===== config.mk =====
export PLATFORM = sky130hd
export DESIGN_NAME = msi_status_indicators
export DESIGN_NICKNAME = d
export VERILOG_FILES = /design/src/msi_pkg.sv /design/src/msi_status_indicators.sv
export SDC_FILE = /design/constraint.sdc
export NUM_CORES = 1
export LEC_CHECK = 0
export BUFFER_PORTS_ARGS = -buffer_cell sky130_fd_sc_hd__buf_2
export CAP_MARGIN = 20
export CORE_AREA = 2 2 116 118
export CTS_CLUSTER_DIAMETER = 80
export CTS_CLUSTER_SIZE = 30
export DETAILED_ROUTE_END_ITERATION = 10
export DIE_AREA = 0 0 118 120
export HOLD_SLACK_MARGIN = 0.15
export PLACE_DENSITY_LB_ADDON = 0.15
export SETUP_SLACK_MARGIN = 0.4
export SKIP_LAST_GASP = 1
export SYNTH_ARGS = -nofsm -noshare
export SYNTH_HDL_FRONTEND = slang
export SYNTH_SLANG_ARGS = --single-unit

===== constraint.sdc =====
create_clock -name clk -period 5.3 [get_ports clk]
set_input_delay 1.06 -clock clk [delete_from_list [all_inputs] [get_ports clk]]
set_output_delay 1.06 -clock clk [all_outputs]
set_load 0.02 [all_outputs]

===== src/msi_pkg.sv =====
`default_nettype none
package msi_pkg;

  // clock and millisecond tick
  localparam int CLK_HZ = 20_000_000;
  localparam int MS_PER_S = 1000;
  localparam int MS_CYCLES_DFLT = CLK_HZ / MS_PER_S;
  localparam int TICK_W = 15;

  // pattern and pulse times in ms
  localparam int MS_W = 12;
  localparam logic [MS_W-1:0] MS_ZERO = 12'h000;
  localparam logic [MS_W-1:0] MS_ONE = 12'h001;
  localparam logic [MS_W-1:0] SEARCH_HIGH_MS = 12'h0C8;
  localparam logic [MS_W-1:0] SEARCH_LOW_MS = 12'h708;
  localparam logic [MS_W-1:0] REG_HIGH_MS = 12'h0EA;
  localparam logic [MS_W-1:0] REG_LOW_MS = 12'h10A;
  localparam logic [MS_W-1:0] DATA_LOW_MS = 12'h03F;
  localparam logic [MS_W-1:0] DATA_HIGH_MS = 12'h03E;
  localparam logic [MS_W-1:0] RI_LOW_MS = 12'h078;
  // 2 s high, then 1.2 s low
  localparam logic [MS_W-1:0] PWRUP_HIGH_MS = 12'h7D0;
  localparam logic [MS_W-1:0] PWRUP_LOW_MS = 12'h4B0;

  localparam int URC_PORTS = 3;

  typedef enum logic [4:0] {
    NET_OFF    = 5'b00001,
    NET_SEARCH = 5'b00010,
    NET_REG    = 5'b00100,
    NET_DATA   = 5'b01000,
    NET_VOICE  = 5'b10000
  } msi_net_e;

  typedef enum logic [3:0] {
    SLP_NORMAL   = 4'b0001,
    SLP_AIRPLANE = 4'b0010,
    SLP_ARMED    = 4'b0100,
    SLP_DEEP     = 4'b1000
  } msi_sleep_e;

  typedef enum logic [2:0] {
    PU_HIGH = 3'b001,
    PU_LOW  = 3'b010,
    PU_RUN  = 3'b100
  } msi_pu_e;

endpackage
`default_nettype wire


===== src/msi_status_indicators.sv =====
`default_nettype none
module msi_status_indicators
  import msi_pkg::*;
#(
  parameter int MS_CYCLES = MS_CYCLES_DFLT
) (
  // clock and reset
  input wire logic clk,
  input wire logic rst_b,
  // network state
  input wire logic net_searching,
  input wire logic net_registered,
  input wire logic data_active,
  input wire logic voice_call,
  output logic network_indicator,
  // operation status
  input wire logic powerup_done,
  output logic status_out,
  // unsolicited results and ring
  input wire logic [URC_PORTS-1:0] urc_event,
  output logic ring_indicator_out,
  // deep sleep
  input wire logic cmd_airplane_on,
  input wire logic cmd_psm_enable,
  input wire logic cmd_airplane_off,
  input wire logic wake_timer_expired,
  input wire logic sleep_wake_input,
  output logic sleep_mode_indicator,
  // host ready pin
  input wire logic host_ready_input,
  output logic host_ready,
  output logic pins_configured
);

  localparam logic [TICK_W-1:0] MS_LAST = TICK_W'(MS_CYCLES - 1);

  ////////////////////////////////////////////////////////////////////////
  // millisecond tick
  logic [TICK_W-1:0] tick_cnt_q;
  logic tick;

  assign tick = (tick_cnt_q == MS_LAST);

  always_ff @(posedge clk or negedge rst_b) begin
    if (!rst_b) begin
      tick_cnt_q <= '0;
    end else if (tick) begin
      tick_cnt_q <= '0;
    end else begin
      tick_cnt_q <= tick_cnt_q + TICK_W'(1);
    end
  end

  ////////////////////////////////////////////////////////////////////////
  // power-up pin phase
  msi_pu_e pu_q;
  logic [MS_W-1:0] pu_cnt_q;

  always_ff @(posedge clk or negedge rst_b) begin
    if (!rst_b) begin
      pu_q <= PU_HIGH;
      pu_cnt_q <= MS_ZERO;
    end else if (tick) begin
      unique case (pu_q)
        PU_HIGH: begin
          if (pu_cnt_q + MS_ONE == PWRUP_HIGH_MS) begin
            pu_q <= PU_LOW;
            pu_cnt_q <= MS_ZERO;
          end else begin
            pu_cnt_q <= pu_cnt_q + MS_ONE;
          end
        end
        PU_LOW: begin
          if (pu_cnt_q + MS_ONE == PWRUP_LOW_MS) begin
            pu_q <= PU_RUN;
            pu_cnt_q <= MS_ZERO;
          end else begin
            pu_cnt_q <= pu_cnt_q + MS_ONE;
          end
        end
        PU_RUN: begin
          pu_cnt_q <= MS_ZERO;
        end
      endcase
    end
  end

  assign pins_configured = (pu_q == PU_RUN);

  // host ready only trusted once the pin is configured
  always_ff @(posedge clk or negedge rst_b) begin
    if (!rst_b) begin
      host_ready <= 1'b0;
    end else begin
      host_ready <= pins_configured & host_ready_input;
    end
  end

  ////////////////////////////////////////////////////////////////////////
  // network indicator
  msi_net_e mode_d, mode_q;
  logic [MS_W-1:0] net_cnt_q;
  logic phase_q;
  logic [MS_W-1:0] first_len, second_len;

  always_comb begin
    if (voice_call) begin
      mode_d = NET_VOICE;
    end else if (data_active) begin
      mode_d = NET_DATA;
    end else if (net_registered) begin
      mode_d = NET_REG;
    end else if (net_searching) begin
      mode_d = NET_SEARCH;
    end else begin
      mode_d = NET_OFF;
    end
  end

  always_comb begin
    unique case (mode_q)
      NET_SEARCH: begin
        first_len = SEARCH_HIGH_MS;
        second_len = SEARCH_LOW_MS;
      end
      NET_REG: begin
        first_len = REG_HIGH_MS;
        second_len = REG_LOW_MS;
      end
      NET_DATA: begin
        first_len = DATA_LOW_MS;
        second_len = DATA_HIGH_MS;
      end
      default: begin
        first_len = MS_ONE;
        second_len = MS_ONE;
      end
    endcase
  end

  always_ff @(posedge clk or negedge rst_b) begin
    if (!rst_b) begin
      mode_q <= NET_OFF;
      net_cnt_q <= MS_ZERO;
      phase_q <= 1'b0;
    end else if (mode_d != mode_q) begin
      mode_q <= mode_d;
      net_cnt_q <= MS_ZERO;
      phase_q <= 1'b0;
    end else if (tick) begin
      if (net_cnt_q + MS_ONE == (phase_q ? second_len : first_len)) begin
        net_cnt_q <= MS_ZERO;
        phase_q <= ~phase_q;
      end else begin
        net_cnt_q <= net_cnt_q + MS_ONE;
      end
    end
  end

  always_ff @(posedge clk or negedge rst_b) begin
    if (!rst_b) begin
      network_indicator <= 1'b0;
    end else begin
      unique case (mode_q)
        NET_SEARCH, NET_REG: network_indicator <= ~phase_q;
        NET_DATA: network_indicator <= phase_q;
        NET_VOICE: network_indicator <= 1'b1;
        NET_OFF: network_indicator <= 1'b0;
      endcase
    end
  end

  ////////////////////////////////////////////////////////////////////////
  // operation status
  always_ff @(posedge clk or negedge rst_b) begin
    if (!rst_b) begin
      status_out <= 1'b0;
    end else if (powerup_done) begin
      status_out <= 1'b1;
    end
  end

  ////////////////////////////////////////////////////////////////////////
  // ring indicator pulse; a fresh result restarts the pulse
  logic ri_busy_q;
  logic [MS_W-1:0] ri_cnt_q;
  logic urc_any;

  assign urc_any = |urc_event;

  always_ff @(posedge clk or negedge rst_b) begin
    if (!rst_b) begin
      ri_busy_q <= 1'b0;
      ri_cnt_q <= MS_ZERO;
    end else if (pins_configured && urc_any) begin
      ri_busy_q <= 1'b1;
      ri_cnt_q <= MS_ZERO;
    end else if (ri_busy_q && tick) begin
      if (ri_cnt_q + MS_ONE == RI_LOW_MS) begin
        ri_busy_q <= 1'b0;
        ri_cnt_q <= MS_ZERO;
      end else begin
        ri_cnt_q <= ri_cnt_q + MS_ONE;
      end
    end
  end

  always_comb begin
    unique case (pu_q)
      PU_HIGH: ring_indicator_out = 1'b1;
      PU_LOW: ring_indicator_out = 1'b0;
      PU_RUN: ring_indicator_out = ~ri_busy_q;
    endcase
  end

  ////////////////////////////////////////////////////////////////////////
  // deep sleep sequence
  msi_sleep_e sleep_q;

  always_ff @(posedge clk or negedge rst_b) begin
    if (!rst_b) begin
      sleep_q <= SLP_NORMAL;
    end else begin
      unique case (sleep_q)
        SLP_NORMAL: if (cmd_airplane_on) sleep_q <= SLP_AIRPLANE;
        SLP_AIRPLANE: begin
          if (cmd_psm_enable) begin
            sleep_q <= SLP_ARMED;
          end else if (cmd_airplane_off) begin
            sleep_q <= SLP_NORMAL;
          end
        end
        SLP_ARMED: if (cmd_airplane_off) sleep_q <= SLP_DEEP;
        SLP_DEEP: if (sleep_wake_input || wake_timer_expired) sleep_q <= SLP_NORMAL;
      endcase
    end
  end

  always_ff @(posedge clk or negedge rst_b) begin
    if (!rst_b) begin
      sleep_mode_indicator <= 1'b0;
    end else begin
      sleep_mode_indicator <= (sleep_q == SLP_DEEP);
    end
  end

  ////////////////////////////////////////////////////////////////////////
  // checks
  a_search_high: assert property (@(posedge clk) disable iff (!rst_b)
    mode_q == NET_SEARCH && !phase_q |-> net_cnt_q < SEARCH_HIGH_MS)
    else $error("search high phase too long");
  a_reg_low: assert property (@(posedge clk) disable iff (!rst_b)
    mode_q == NET_REG && phase_q |-> net_cnt_q < REG_LOW_MS)
    else $error("registered low phase too long");
  a_data_first_low: assert property (@(posedge clk) disable iff (!rst_b)
    mode_q == NET_DATA && !phase_q |=> !network_indicator)
    else $error("data pattern does not start low");
  a_voice_priority: assert property (@(posedge clk) disable iff (!rst_b)
    voice_call |=> mode_q == NET_VOICE ##1 network_indicator)
    else $error("voice call not shown steady high");
  a_status_cause: assert property (@(posedge clk) disable iff (!rst_b)
    $rose(status_out) |-> $past(powerup_done))
    else $error("status rose without power-up");
  a_ri_idle_high: assert property (@(posedge clk) disable iff (!rst_b)
    pins_configured && !ri_busy_q && !urc_any |=> ring_indicator_out)
    else $error("ring indicator not idle high");
  a_ri_pulse_len: assert property (@(posedge clk) disable iff (!rst_b)
    pins_configured && !ring_indicator_out |-> ri_cnt_q < RI_LOW_MS)
    else $error("ring pulse too long");
  a_ri_any_port: assert property (@(posedge clk) disable iff (!rst_b)
    pins_configured && urc_any |=> !ring_indicator_out)
    else $error("result did not start ring pulse");
  a_wake_exit: assert property (@(posedge clk) disable iff (!rst_b)
    sleep_q == SLP_DEEP && (sleep_wake_input || wake_timer_expired) |=> sleep_q == SLP_NORMAL ##1 !sleep_mode_indicator)
    else $error("wake did not leave deep sleep");
  a_sleep_ind: assert property (@(posedge clk) disable iff (!rst_b)
    sleep_q == SLP_DEEP |=> sleep_mode_indicator)
    else $error("sleep indicator not set");
  a_entry_order: assert property (@(posedge clk) disable iff (!rst_b)
    $rose(sleep_q == SLP_DEEP) |-> $past(sleep_q) == SLP_ARMED)
    else $error("deep sleep entered out of order");
  a_powerup_pins: assert property (@(posedge clk) disable iff (!rst_b)
    pu_q != PU_RUN |-> ring_indicator_out == (pu_q == PU_HIGH) && !host_ready)
    else $error("power-up pin phase wrong");

  c_deep_sleep: cover property (@(posedge clk) disable iff (!rst_b) $rose(sleep_q == SLP_DEEP));
  c_ri_pulse: cover property (@(posedge clk) disable iff (!rst_b) $rose(ring_indicator_out) && pins_configured);
  c_data_blink: cover property (@(posedge clk) disable iff (!rst_b) mode_q == NET_DATA && $rose(phase_q));
  c_pins_ready: cover property (@(posedge clk) disable iff (!rst_b) $rose(pins_configured));

endmodule
`default_nettype wire


# Word level (Yosys, flattened, before mapping)
# Index checks and enable logic that the tools add are counted.
# classes
n_addsub,4
eq_ne,24
n_mux,34
bitwise,3
n_reduce_logical,14
# op_table
op,n
2-to-1 mux 12 bit,9
adder 12 x 1 -> 12 bit (second input constant),3
one-hot mux 12 bit (3 select lines),1
one-hot mux 11 bit (3 select lines),1
== test 12 x 11 -> 1 bit (second input constant),2
2-to-1 mux 4 bit,6
one-hot mux 8 bit (3 select lines),1
one-hot mux 4 bit (4 select lines),1
adder 15 x 1 -> 15 bit (second input constant),1
== test 15 bit (second input constant),1
2-to-1 mux 15 bit,1
== test 12 bit,1
== test 12 x 7 -> 1 bit (second input constant),1
!= test 2 bit (second input constant),5
nonzero test 2 bit,5
2-to-1 mux 3 bit,3
AND reduction 4 bit,2
2-to-1 mux 1 bit,6
one-hot mux 3 bit (2 select lines),1
== test 5 x 1 -> 1 bit (second input constant),1
== test 5 x 2 -> 1 bit (second input constant),1
== test 5 x 3 -> 1 bit (second input constant),1
== test 5 x 4 -> 1 bit (second input constant),1
== test 5 bit (second input constant),1
other kinds (20),23
# word_totals
reg_bits,69
inputBits,16
out_inout_bits,6
elab_cells,92

# Longest topological paths before layout
# Gate-level depths: netlist of run 1.
# depth
ltp_word,7
depth_mapped,11

# Worst setup path after synthesis of run 1
# OpenSTA, ideal clock, no wires.
# synth_path
path_type,register to register
start,reg net_cnt_q[0]
end,reg net_cnt_q[5]
setup_time_ns,0.121
t_arrival_ns,2.283
slack_ns,2.897
stages_incl_launch_ff,9
path_buffers,0
synth_period_minus_slack_ns,2.403
path_cell_list,dfrtp_1 -> ha_1 -> nand2_1 -> o21a_1 -> or4_1 -> o311a_1 -> nor4_2 -> nand2_1 -> a41o_1
# synth_between
elab_chain_len,5
# synth_rtl
item,line,text
start: declaration,msi_status_indicators.sv:102,logic [MS_W-1:0] net_cnt_q;
start signal: assignment,msi_status_indicators.sv:155,net_cnt_q <= net_cnt_q + MS_ONE;
adder 12 x 1 -> 12 bit *,"msi_status_indicators.sv:151, msi_status_indicators.sv:155",
== test 12 bit,msi_status_indicators.sv:151,if (net_cnt_q + MS_ONE == (phase_q ? second_len : first_len)) begin
2-to-1 mux 12 bit *,msi_status_indicators.sv:151,
2-to-1 mux 12 bit *,msi_status_indicators.sv:150,end else if (tick) begin
2-to-1 mux 12 bit *,msi_status_indicators.sv:146,end else if (mode_d != mode_q) begin
# Mark *: on every way between the ends. The rest lies on a longest branch, timed or not. The select of a mux whose other input is x is not followed.
# A chain may end at the register's enable or synchronous reset.

# Worst setup path after layout of run 1
# layout_path
start,reg tick_cnt_q[5]
end,reg pu_cnt_q[5]
# layout_between
elab_chain_len,1
# layout_rtl
item,line,text
start: declaration,msi_status_indicators.sv:39,logic [TICK_W-1:0] tick_cnt_q;
start signal: assignment,msi_status_indicators.sv:50,tick_cnt_q <= tick_cnt_q + TICK_W'(1);
== test 15 bit,msi_status_indicators.sv:42,assign tick = (tick_cnt_q == MS_LAST);
end signal: assignment,msi_status_indicators.sv:70,pu_cnt_q <= pu_cnt_q + MS_ONE;
end signal: assignment,msi_status_indicators.sv:78,pu_cnt_q <= pu_cnt_q + MS_ONE;
end: declaration,msi_status_indicators.sv:57,logic [MS_W-1:0] pu_cnt_q;
# Every way passes these cells.

==> results.yml, run 1 <==
run_status:
  run_status: "completed"
timing:
  rsz0062_at_grt: "no"
  min_period_ns: 2.83
  worst_hold_slack_ns: 0.479
  setup_total_negative_slack_ns: 0
  setup_viol_count_final: 0
  clock.fmax_mhz: 353
  skew_ns: 0.00523
  tightest_slew_ns: 0.875
  report.final.hold_viol_count: 0
  finalCritPeriodShare_pct: 53.5
  max-slew-margin-rel_pct: 41.5
  timing_max_transition_violations_final: 0
floorplan:
  chipHeight_um: 120
  design.portCount: 22
  initial_utilization_pct: 33.0
  core_region_area_um2: 13000
  row_count: 42
  floorplan.die_area_um2: 14200
  floorplan.die.width_um: 118
finish:
  finish.net_count: 514
  ratio_of_cells_with_drive_above_1_in_the_final_layout_pct: 11.6
  antennaDiodeCount: 0
  final_core_utilization_pct: 37.6
  area_growth_pct: 14.0
logic_synthesis:
  synth_fp_nets: 503
  synth_top_cell_by_area: "dfrtp_1"
  synth_edf_count: 0
  yosys_reg_bits: 69
  yosys-top-cells-area: "dfrtp_1 39%, nand2_1 4.1%, xnor2_1 3.7%"
  synth.avg_cell_area_um2: 8.86
  postSynthCellCount: 483
  mapped_cell_area_um2: 4280
  synth-async-reset-ratio_pct: 100
  yosys_most_used_dff: "dfrtp_1"
  yosysTopAreaCellShare_pct: 38.6
  synthesis.yosys.warnings: 0
  ys_seq_area_share_pct: 40.5
  synth.distinct_cells: 63
power:
  total_power_w: 0.00138
  powerDensity_nw_per_um2: 282
  worst_ir_drop_on_vdd_mv: 0.208
  static_leakage_nw: 2.06
drt:
  first_iter_violations: 182
  antenna_nets_post_route: 0
  vias_per_cell: 5.35
  via_count: 3609
  firstDrtPassIters: 5
  remaining_drc_errors: 0
  finalWirelength_um: 9910
  routed_wirelength_normalized_by_instance_count_um: 14.7
clock_tree:
  clock-root-buffer: "clkbuf_16"
  clk_latency_ns: 0.34
  postCtsResizedCells: 0
  tritoncts: "built"
  holdBufCountCts: 0
  cts.clk_slew.worst_paths_ns: 0.06
  postCtsSetupRepairBufs: 0
  numClockSinks: 69
  cts_buffer_depth: 2
  htreeDepth: 3
  cts-buffers-inserted: 9
global_routing:
  global_route.peak_usage_layer: "met2"
  antenna_violations_before_repair: 0
  grt_use_met1_pct: 21.5
  first_global_vias: 3434
  gr-total-overflow: 0
  gr-usage-met3_pct: 2.76
  grt_max_degree: 44
  grt_first_pass_wirelength_um: 17200
  met2_usage_pct: 22.5
  global_route.usage.total_pct: 15.0
critical_path:
  critical_path.endpoint_type: "register"
  crit_arrival_ns: 3.11
  worstSetupPathType: "register to register"
  startpoint: "tick_cnt_q[5]$_DFF_PN0_"
  crit_path_cell_trace: "nor4_1 -> nand2_1 -> nor4b_1 -> nand3_1 -> or4_1 -> a22oi_1 -> a21o_1"
  end_point_of_the_critical_path: "pu_cnt_q[5]$_DFFE_PN0N_"
  critical_path.startpoint_type: "register"
  cp_data_required_time_ns: 5.58
  reg2reg_from: "tick_cnt_q[5]$_DFF_PN0_"
  worst_r2r_endpoint: "pu_cnt_q[5]$_DFFE_PN0N_"
  path_depth_of_the_worst_reg2reg_path: 7
  slowest_stage_cell_crit_path: "or4_1"
  timing.reg2reg.setup_slack_ns: 2.47
  worst_path_largest_cell_delay_ns: 0.65
  critical_path.max_fanout: 14
place:
  finalWeightedCongestion: 0.772
  dp.final_hpwl_um: 6940
  port-buffer-count: 21
hold_path:
  hold_class: "register to register"
run:
  maxCapViolations: 0
-- cells by family (layout without fill, tap and decap cells) --
| logic type | Yosys count | in the layout | share of synthesized area [%] |
|---|---|---|---|
| AOI/OAI and AO/OA | 110 | 110 | 17.6 |
| xor gates and xnor gates | 34 | 34 | 7.28 |
| adders and majority gates | 4 | 4 | 1.17 |
| buffers and inverters | 33 | 49 | 3.04 |
| DFF | 69 | 69 | 40.5 |
| muxes | 10 | 10 | 2.46 |
| and+or+nand+nor | 223 | 223 | 28.0 |
-- per-stage QoR --
step | std cells | setup slack [ns] | cell area (µm²)
floorplan | 483 | 2.90 | 4280
global placement | 659 | 2.45 | 4530
CTS | 675 | 2.48 | 4880
global route | 675 | 2.03 | 4880
detailed placement | 659 | 2.45 | 4530
finish | 675 | 2.47 | 4880
-- how the worst min path moves through the flow --
stage / from / cells after the start / to / slack (ns)
after floorplan: tick_cnt_q[11]$_DFF_PN0_ / 1 / tick_cnt_q[11]$_DFF_PN0_ / 0.45
after global placement: status_out$_DFFE_PN0P_ / 1 / status_out$_DFFE_PN0P_ / 0.46
after detailed placement: status_out$_DFFE_PN0P_ / 1 / status_out$_DFFE_PN0P_ / 0.47
after CTS: status_out$_DFFE_PN0P_ / 1 / status_out$_DFFE_PN0P_ / 0.48
after global routing: status_out$_DFFE_PN0P_ / 1 / status_out$_DFFE_PN0P_ / 0.49
final: status_out$_DFFE_PN0P_ / 1 / status_out$_DFFE_PN0P_ / 0.48
-- power by group --
group	internal, W	total [W]	switching [W]
logic	0.0000411	0.000103	0.0000620
clock network	0.000463	0.000707	0.000244
registers	0.000545	0.000566	0.0000206
-- sequential cells by signal (all words and copies together) (netlist names) --
register	count
host_ready	1
mode_q	5
net_cnt_q	12
network_indicator	1
phase_q	1
pu_cnt_q	12
pu_q	3
ri_busy_q	1
ri_cnt_q	12
sleep_mode_indicator	1
sleep_q	4
status_out	1
tick_cnt_q	15
-- Yosys cell counts, types with 6 or more instances --
library cell	n
nand3_1	24
nand4_1	9
a31oi_1	7
nand2_1	47
nand2b_1	6
o21ai_0	23
xor2_1	15
nor2_1	40
a21oi_1	23
inv_1	9
clkbuf_1	19
xnor2_1	18
mux2i_1	6
and3_1	18
nor3_1	15
nor2b_1	8
and2_1	7
or3_1	12
dfrtp_1	66
-- per-layer routing --
metal,vias up,share of wire [%]
met3,12,3.2
met2,67,44
met4,0,1.8
li1,1803,-
met1,1727,51
met5,-,0
-- cell type report --
cell class              count  area (µm²)
clock buffers               9         225
clock inverters             7         121
fillers                  1318        8100
inverters                   9        33.8
multi-input cells         381        2420
flip-flops and latches     69        1730
well taps                 176         220
repair buffers             24         128
-- worst max-delay path, delay by kind of cell, from the launching register on --
| family | cells | cell delay, ns |
|---|---|---|
| DFF | 1 | 0.42 |
| AOI/OAI and AO/OA | 2 | 0.27 |
| and+or+nand+nor | 5 | 2.07 |
-- cell usage in the layout, fill, tap and decap left out, types with 4 or more instances in the layout --
cell / n
or4_1: 4
nand3_1: 24
nand4_1: 9
o22ai_1: 5
or3_1: 12
ha_1: 4
or2_2: 4
a41o_1: 5
mux2_2: 4
nand2_1: 47
mux2i_1: 6
inv_1: 9
nor2_1: 40
xor2_1: 15
buf_2: 21
a31oi_1: 7
and2_1: 7
and4_1: 4
dfrtp_1: 66
nor4b_1: 4
and3_1: 18
o21ai_0: 23
xnor2_1: 18
nor3_1: 15
a21oi_1: 23
nand2b_1: 6
clkbuf_16: 9
a22o_1: 5
nor3b_1: 4
a21boi_0: 5
a21o_1: 5
nor4_1: 5
nor2b_1: 8
No activity file was read; power rests on OpenSTA's default activity.
==> run 2: changes to the inputs <==
==> constraint.sdc (replaced) <==
create_clock -name clk -period 2.93 [get_ports clk]
set_input_delay 0.586 -clock clk [delete_from_list [all_inputs] [get_ports clk]]
set_output_delay 0.586 -clock clk [all_outputs]
set_load 0.02 [all_outputs]
==> run 2 against run 1 <==
  * Design area increased by 5.7%
  * Core utilization increased by 2.1 points
  * Die area unchanged
  * Critical path depth did not move
  * Clock power grew 51%
  * Non-clock buffer count rose by 20
  * Global-route usage fell by 0.14 points
  * First-iteration DRC count shrank 3.8%
  * Hold slack worse by 0.084 ns
  * Register-to-register slack lost 2.0 ns
  * Sequential power is 80% higher
  * Worst setup slack got worse by 2.0 ns
  * Critical path type unchanged
  * Critical endpoint is now net_cnt_q[9]$_DFFE_PN0P_
==> results.yml, run 2 (synthesis results as in run 1) <==
run_status:
  run_status: "completed"
floorplan:
  chipHeight_um: 120
  floorplan.die.width_um: 118
  initial_utilization_pct: 33.0
  floorplan.die_area_um2: 14200
  row_count: 42
  core_region_area_um2: 13000
  design.portCount: 22
drt:
  firstDrtPassIters: 5
  vias_per_cell: 5.32
  finalWirelength_um: 10300
  routed_wirelength_normalized_by_instance_count_um: 14.8
  first_iter_violations: 175
  remaining_drc_errors: 0
  antenna_nets_post_route: 0
  via_count: 3689
critical_path:
  cp_data_required_time_ns: 3.15
  critical_path.endpoint_type: "register"
  critical_path.startpoint_type: "register"
  crit_buf_inv: 0
  slowest_stage_cell_crit_path: "or4_1"
  crit_path_cell_trace: "nand4_1 -> or4_1 -> a21oi_1 -> mux2i_1 -> nor4_4 -> nand2_2 -> a41o_1"
  crit_arrival_ns: 2.66
  worst_path_largest_cell_delay_ns: 0.62
  critical_path.max_fanout: 7
  timing.reg2reg.setup_slack_ns: 0.49
  worstSetupPathType: "register to register"
  critical_path.top_delay_family: "simple AND/OR/NAND/NOR gates"
finish:
  finish.net_count: 534
  largest_register_ffs: 15
  layout.cell_area.non_filler_um2: 5150
  registers.top_by_ff_count: "tick_cnt_q"
  antennaDiodeCount: 0
  ratio_of_cells_with_drive_above_1_in_the_final_layout_pct: 19.5
  mostFrequentLayoutCell: "dfrtp_1"
  area_growth_pct: 20.5
  most-common-layout-cells: "62 x dfrtp_1, 44 x nand2_1, 39 x nor2_1"
clock_tree:
  htreeDepth: 3
  cts-buffers-inserted: 9
  clock-root-buffer: "clkbuf_16"
  tritoncts: "built"
  cts.clk_slew.worst_paths_ns: 0.06
  clk_latency_ns: 0.33
  cts_buffer_depth: 2
  numClockSinks: 69
timing:
  worst_hold_slack_ns: 0.395
  max-slew-margin-rel_pct: 57.1
  setup_viol_count_final: 0
  tightest_slew_ns: 0.643
  timing_max_transition_violations_final: 0
  setup_total_negative_slack_ns: 0
  skew_ns: 0.00918
  finalCritPeriodShare_pct: 83.3
  min_period_ns: 2.44
  clock.fmax_mhz: 410
  rsz0062_at_grt: "yes"
  report.final.hold_viol_count: 0
place:
  postPlaceCellArea_um2: 4580
  dp.final_hpwl_um: 6960
  finalWeightedCongestion: 0.813
  port-buffer-count: 21
hold_path:
  hold_class: "primary input to register"
global_routing:
  grt_max_degree: 65
  global_route.usage.total_pct: 14.9
  antenna_violations_before_repair: 0
  first_global_vias: 3441
  gr-total-overflow: 0
  grt_first_pass_wirelength_um: 17000
power:
  static_leakage_nw: 2.14
  powerDensity_nw_per_um2: 444
  worst_ir_drop_on_vdd_mv: 0.244
run:
  maxCapViolations: 0
-- run 2: final timing paths --
path                                          start                        to  cells after the start
max                        net_cnt_q[5]$_DFFE_PN0P_  net_cnt_q[9]$_DFFE_PN0P_                      7
min                                   net_searching     mode_q[0]$_DFFE_PN1N_                      2
max reg2reg                net_cnt_q[5]$_DFFE_PN0P_  net_cnt_q[9]$_DFFE_PN0P_                      7
min reg2reg                  status_out$_DFFE_PN0P_    status_out$_DFFE_PN0P_                      1
max in group asynchronous                     rst_b    sleep_q[0]$_DFFE_PN1P_                      3
min in group asynchronous                     rst_b  net_cnt_q[7]$_DFFE_PN0P_                      2
-- run 2: worst reg2reg max path, stage by stage, from the launching register on --
cell and delay [ns]:
dfrtp_2 0.41, nand4_1 0.30, or4_1 0.62, a21oi_1 0.14, mux2i_1 0.12, nor4_4 0.32
nand2_2 0.17, a41o_1 0.26
-- run 2: power by group --
group | switching, W | internal (W)
sequential | 0.0000361 | 0.000987
clock | 0.000393 | 0.000677
combinational | 0.000118 | 0.0000790
total | 0.000547 | 0.00174
-- run 2: routing by layer --
layer / vias up / routed length [µm] / track usage, %
met4: 0 / 89 / 4.52
met1: 1777 / 5180 / 21.3
li1: 1837 / - / -
met2: 67 / 4600 / 22.4
met5: - / 0 / 0
met3: 8 / 379 / 3.18
-- run 2: final cells by class --
type	instances	area (µm²)
fillers	1338	7830
well taps	176	220
multi-input cells	381	2590
flip-flops and latches	69	1740
clock buffers	13	250
clock inverters	2	35.0
inverters	9	33.8
repair buffers	44	293
-- run 2: what timing repair did --
action	CTS	global route
resized for setup	8	35
hold buffers	1	0
setup buffers	4	10
hold endpoints to repair	5	0
setup endpoints to repair	22	25
pin swaps	2	17
-- run 2: per-stage QoR --
step	power (W)	util [%]	setup slack [ns]	cells
after CTS	0.00232	38.1	0.400	684
after floorplan	0.00116	-	0.527	483
final	0.00229	39.7	0.489	694
after detailed placement	0.00123	35.3	0.280	664
after global placement	0.00123	35.3	0.304	664
after global routing	0.00241	39.7	0.328	694
==> run 3: changes to the inputs <==
==> constraint.sdc (replaced) <==
create_clock -name clk -period 2 [get_ports clk]
set_input_delay 0.4 -clock clk [delete_from_list [all_inputs] [get_ports clk]]
set_output_delay 0.4 -clock clk [all_outputs]
set_load 0.02 [all_outputs]
==> run 3 against run 2 <==
  * The run now ends with negative setup slack left
  * Sequential share of layout area shrank 9.1 points
  * First-iteration DRC count shrank 17%
  * Core utilization grew 15 points
  * Clock skew shrank 0.0025 ns
  * Non-clock buffer count grew 151
  * Worst setup slack lost 0.86 ns
  * Sequential power grew 48%
  * Via count grew 20%
==> results.yml, run 3 (synthesis results as in run 1) <==
run_status:
  run_status: "finished with violations"
  violations: "negative setup slack"
drt:
  firstDrtPassIters: 4
  routed_wirelength_normalized_by_instance_count_um: 15.7
  first_iter_violations: 146
  dr_wl_met3_um: 360
  vias_per_cell: 5.22
  maxUsedRoutingLayer: "met4"
  route.met2.wl_um: 6530
  finalWirelength_um: 13300
  remaining_drc_errors: 0
  antenna_nets_post_route: 0
  wl_met1_um: 5880
  via_count: 4418
floorplan:
  floorplan.die.width_um: 118
  floorplan.die_area_um2: 14200
  initial_utilization_pct: 33.0
  chipHeight_um: 120
  row_count: 42
  core_region_area_um2: 13000
  design.portCount: 22
finish:
  final_core_utilization_pct: 54.5
  antennaDiodeCount: 0
  most-common-layout-cells: "140 x buf_4, 58 x dfrtp_1, 35 x nand2_1"
  final_cell_count_no_fill: 846
  fillers: 1145
  finish.net_count: 685
  area_growth_pct: 65.3
  ratio_of_cells_with_drive_above_1_in_the_final_layout_pct: 50.1
  registers.top_by_ff_count: "tick_cnt_q"
  largest_register_ffs: 15
  mostFrequentLayoutCell: "buf_4"
critical_path:
  critical_path.startpoint_type: "register"
  crit_arrival_ns: 2.60
  crit_path_cell_trace: "nand4_1 -> buf_6 -> or4_4 -> a21oi_2 -> mux2i_2 -> nor4_4 -> nand2_2 -> a41o_1"
  cp_data_required_time_ns: 2.23
  slowest_stage_cell_crit_path: "or4_4"
  crit_buf_inv: 1
  critical_path.endpoint_type: "register"
  worst-path-stages: 8
  worst_path_largest_cell_delay_ns: 0.52
  path_depth_of_the_worst_reg2reg_path: 8
  critical_path.max_fanout: 7
  worstSetupPathType: "register to register"
  critical_path.top_delay_family: "simple AND/OR/NAND/NOR gates"
timing:
  min_period_ns: 2.37
  setup_viol_count_final: 27
  tightest_slew_ns: 0.636
  max-slew-margin-rel_pct: 57.5
  clock.fmax_mhz: 422
  rsz0062_at_grt: "yes"
  skew_ns: 0.00668
  finalCritPeriodShare_pct: 118
  report.final.hold_viol_count: 0
  final_ws_setup_ns: -0.368
  timing_max_transition_violations_final: 0
power:
  p_int_w: 0.00279
  power_frac_comb_pct: 9.5
  powerDensity_nw_per_um2: 520
  power.net_switching_w: 0.000886
  pwr-share-clk_pct: 49.5
  worst_ir_drop_on_vdd_mv: 0.534
  static_leakage_nw: 3.08
  seq_power_share_pct: 41.0
  switching_share_pct: 24.1
clock_tree:
  cts.clk_slew.worst_paths_ns: 0.06
  cts_buffer_depth: 2
  cts-buffers-inserted: 9
  numClockSinks: 69
  clock-root-buffer: "clkbuf_16"
  clk_latency_ns: 0.35
  htreeDepth: 3
  tritoncts: "built"
hold_path:
  hold_class: "primary input to register"
  worstHoldPathCells: 2
global_routing:
  grt_first_pass_wirelength_um: 20500
  global_route.usage.total_pct: 18.0
  antenna_violations_before_repair: 0
  first_global_vias: 4367
  gr-total-overflow: 0
  grt_max_degree: 34
place:
  finalWeightedCongestion: 0.856
  dp.cells: 778
  placement.setup.worst_slack_ns: -0.359
  port-buffer-count: 21
  dp.final_hpwl_um: 8050
run:
  maxCapViolations: 0
[run 3: cell types whose count changed in the layout (fill, tap and decap cells not counted), moves of 5 or more]
cell / previous run / this run
nand2_4: 0 / 5
nand2_1: 44 / 35
buf_4: 21 / 140
a21oi_2: 0 / 9
nor2_1: 39 / 32
o21ai_0: 19 / 11
nor3_1: 15 / 10
a21oi_1: 22 / 10
o21ai_2: 0 / 6
nand3_1: 21 / 15
buf_6: 0 / 27
[run 3: worst register-to-register path, cell delays in order (launching register included)]
cell	delay, ns
dfrtp_1	0.37
nand4_1	0.12
buf_6	0.15
or4_4	0.52
a21oi_2	0.17
mux2i_2	0.11
nor4_4	0.34
nand2_2	0.18
a41o_1	0.28
[run 3: power groups by stage]
| stage | combinational (W) | sequential, W | clock [W] |
|---|---|---|---|
| final | 0.000349 | 0.00151 | 0.00182 |
| after global routing | 0.000390 | 0.00152 | 0.00191 |
| after CTS | 0.000331 | 0.00149 | 0.00185 |
| after detailed placement | 0.000318 | 0.00152 | 0 |
| after global placement | 0.000309 | 0.00152 | 0 |
| after floorplan | 0.000203 | 0.00150 | 0 |
[run 3: per-layer routing]
| layer | GRT usage, % | vias to the layer above |
|---|---|---|
| met5 | 0 | - |
| li1 | - | 2145 |
| met2 | 30.0 | 75 |
| met1 | 22.8 | 2164 |
| met3 | 2.76 | 34 |
| met4 | 9.04 | 0 |
[run 3: layout make-up]
class | instances | area [µm²] | share of cell area (%)
multi-input cells | 381 | 3140 | 44.4
flip-flops and latches | 69 | 1740 | 24.6
repair buffers | 195 | 1600 | 22.7
clock buffers | 13 | 270 | 3.82
well taps | 176 | 220 | 3.11
clock inverters | 3 | 67.6 | 0.955
inverters | 9 | 33.8 | 0.478
[run 3: path summary, 6_finish.rpt]
kind                                     startpoint                           to  slack, ns
max                        net_cnt_q[3]$_DFFE_PN0P_     net_cnt_q[7]$_DFFE_PN0P_      -0.37
min                                   net_searching        mode_q[0]$_DFFE_PN1N_       0.20
max reg2reg                net_cnt_q[3]$_DFFE_PN0P_     net_cnt_q[7]$_DFFE_PN0P_      -0.37
min reg2reg                  status_out$_DFFE_PN0P_       status_out$_DFFE_PN0P_       0.47
max in group asynchronous                     rst_b      ri_cnt_q[1]$_DFFE_PN0P_       0.94
min in group asynchronous                     rst_b  network_indicator$_DFF_PN0_       0.50
[run 3: per-stage QoR]
| step | total power (W) | hold WS (ns) | setup TNS (ns) | cell area [µm²] |
|---|---|---|---|---|
| after floorplan | 0.00170 | 0.104 | -2.71 | 4540 |
| after global placement | 0.00182 | 0.335 | -6.39 | 5660 |
| after detailed placement | 0.00184 | 0.333 | -6.55 | 5660 |
| after CTS | 0.00368 | 0.187 | -4.60 | 6610 |
| after global routing | 0.00381 | 0.195 | -9.78 | 7070 |
| final | 0.00368 | 0.201 | -5.96 | 7070 |
[run 3: repair_timing]
item / CTS / global route
hold buffers: 1 / 0
pin swaps: 45 / 49
hold endpoints to repair: 19 / 0
setup endpoints to repair: 46 / 54
gates resized for setup: 84 / 60
buffers inserted: 30 / 18
gates cloned: 1 / 2
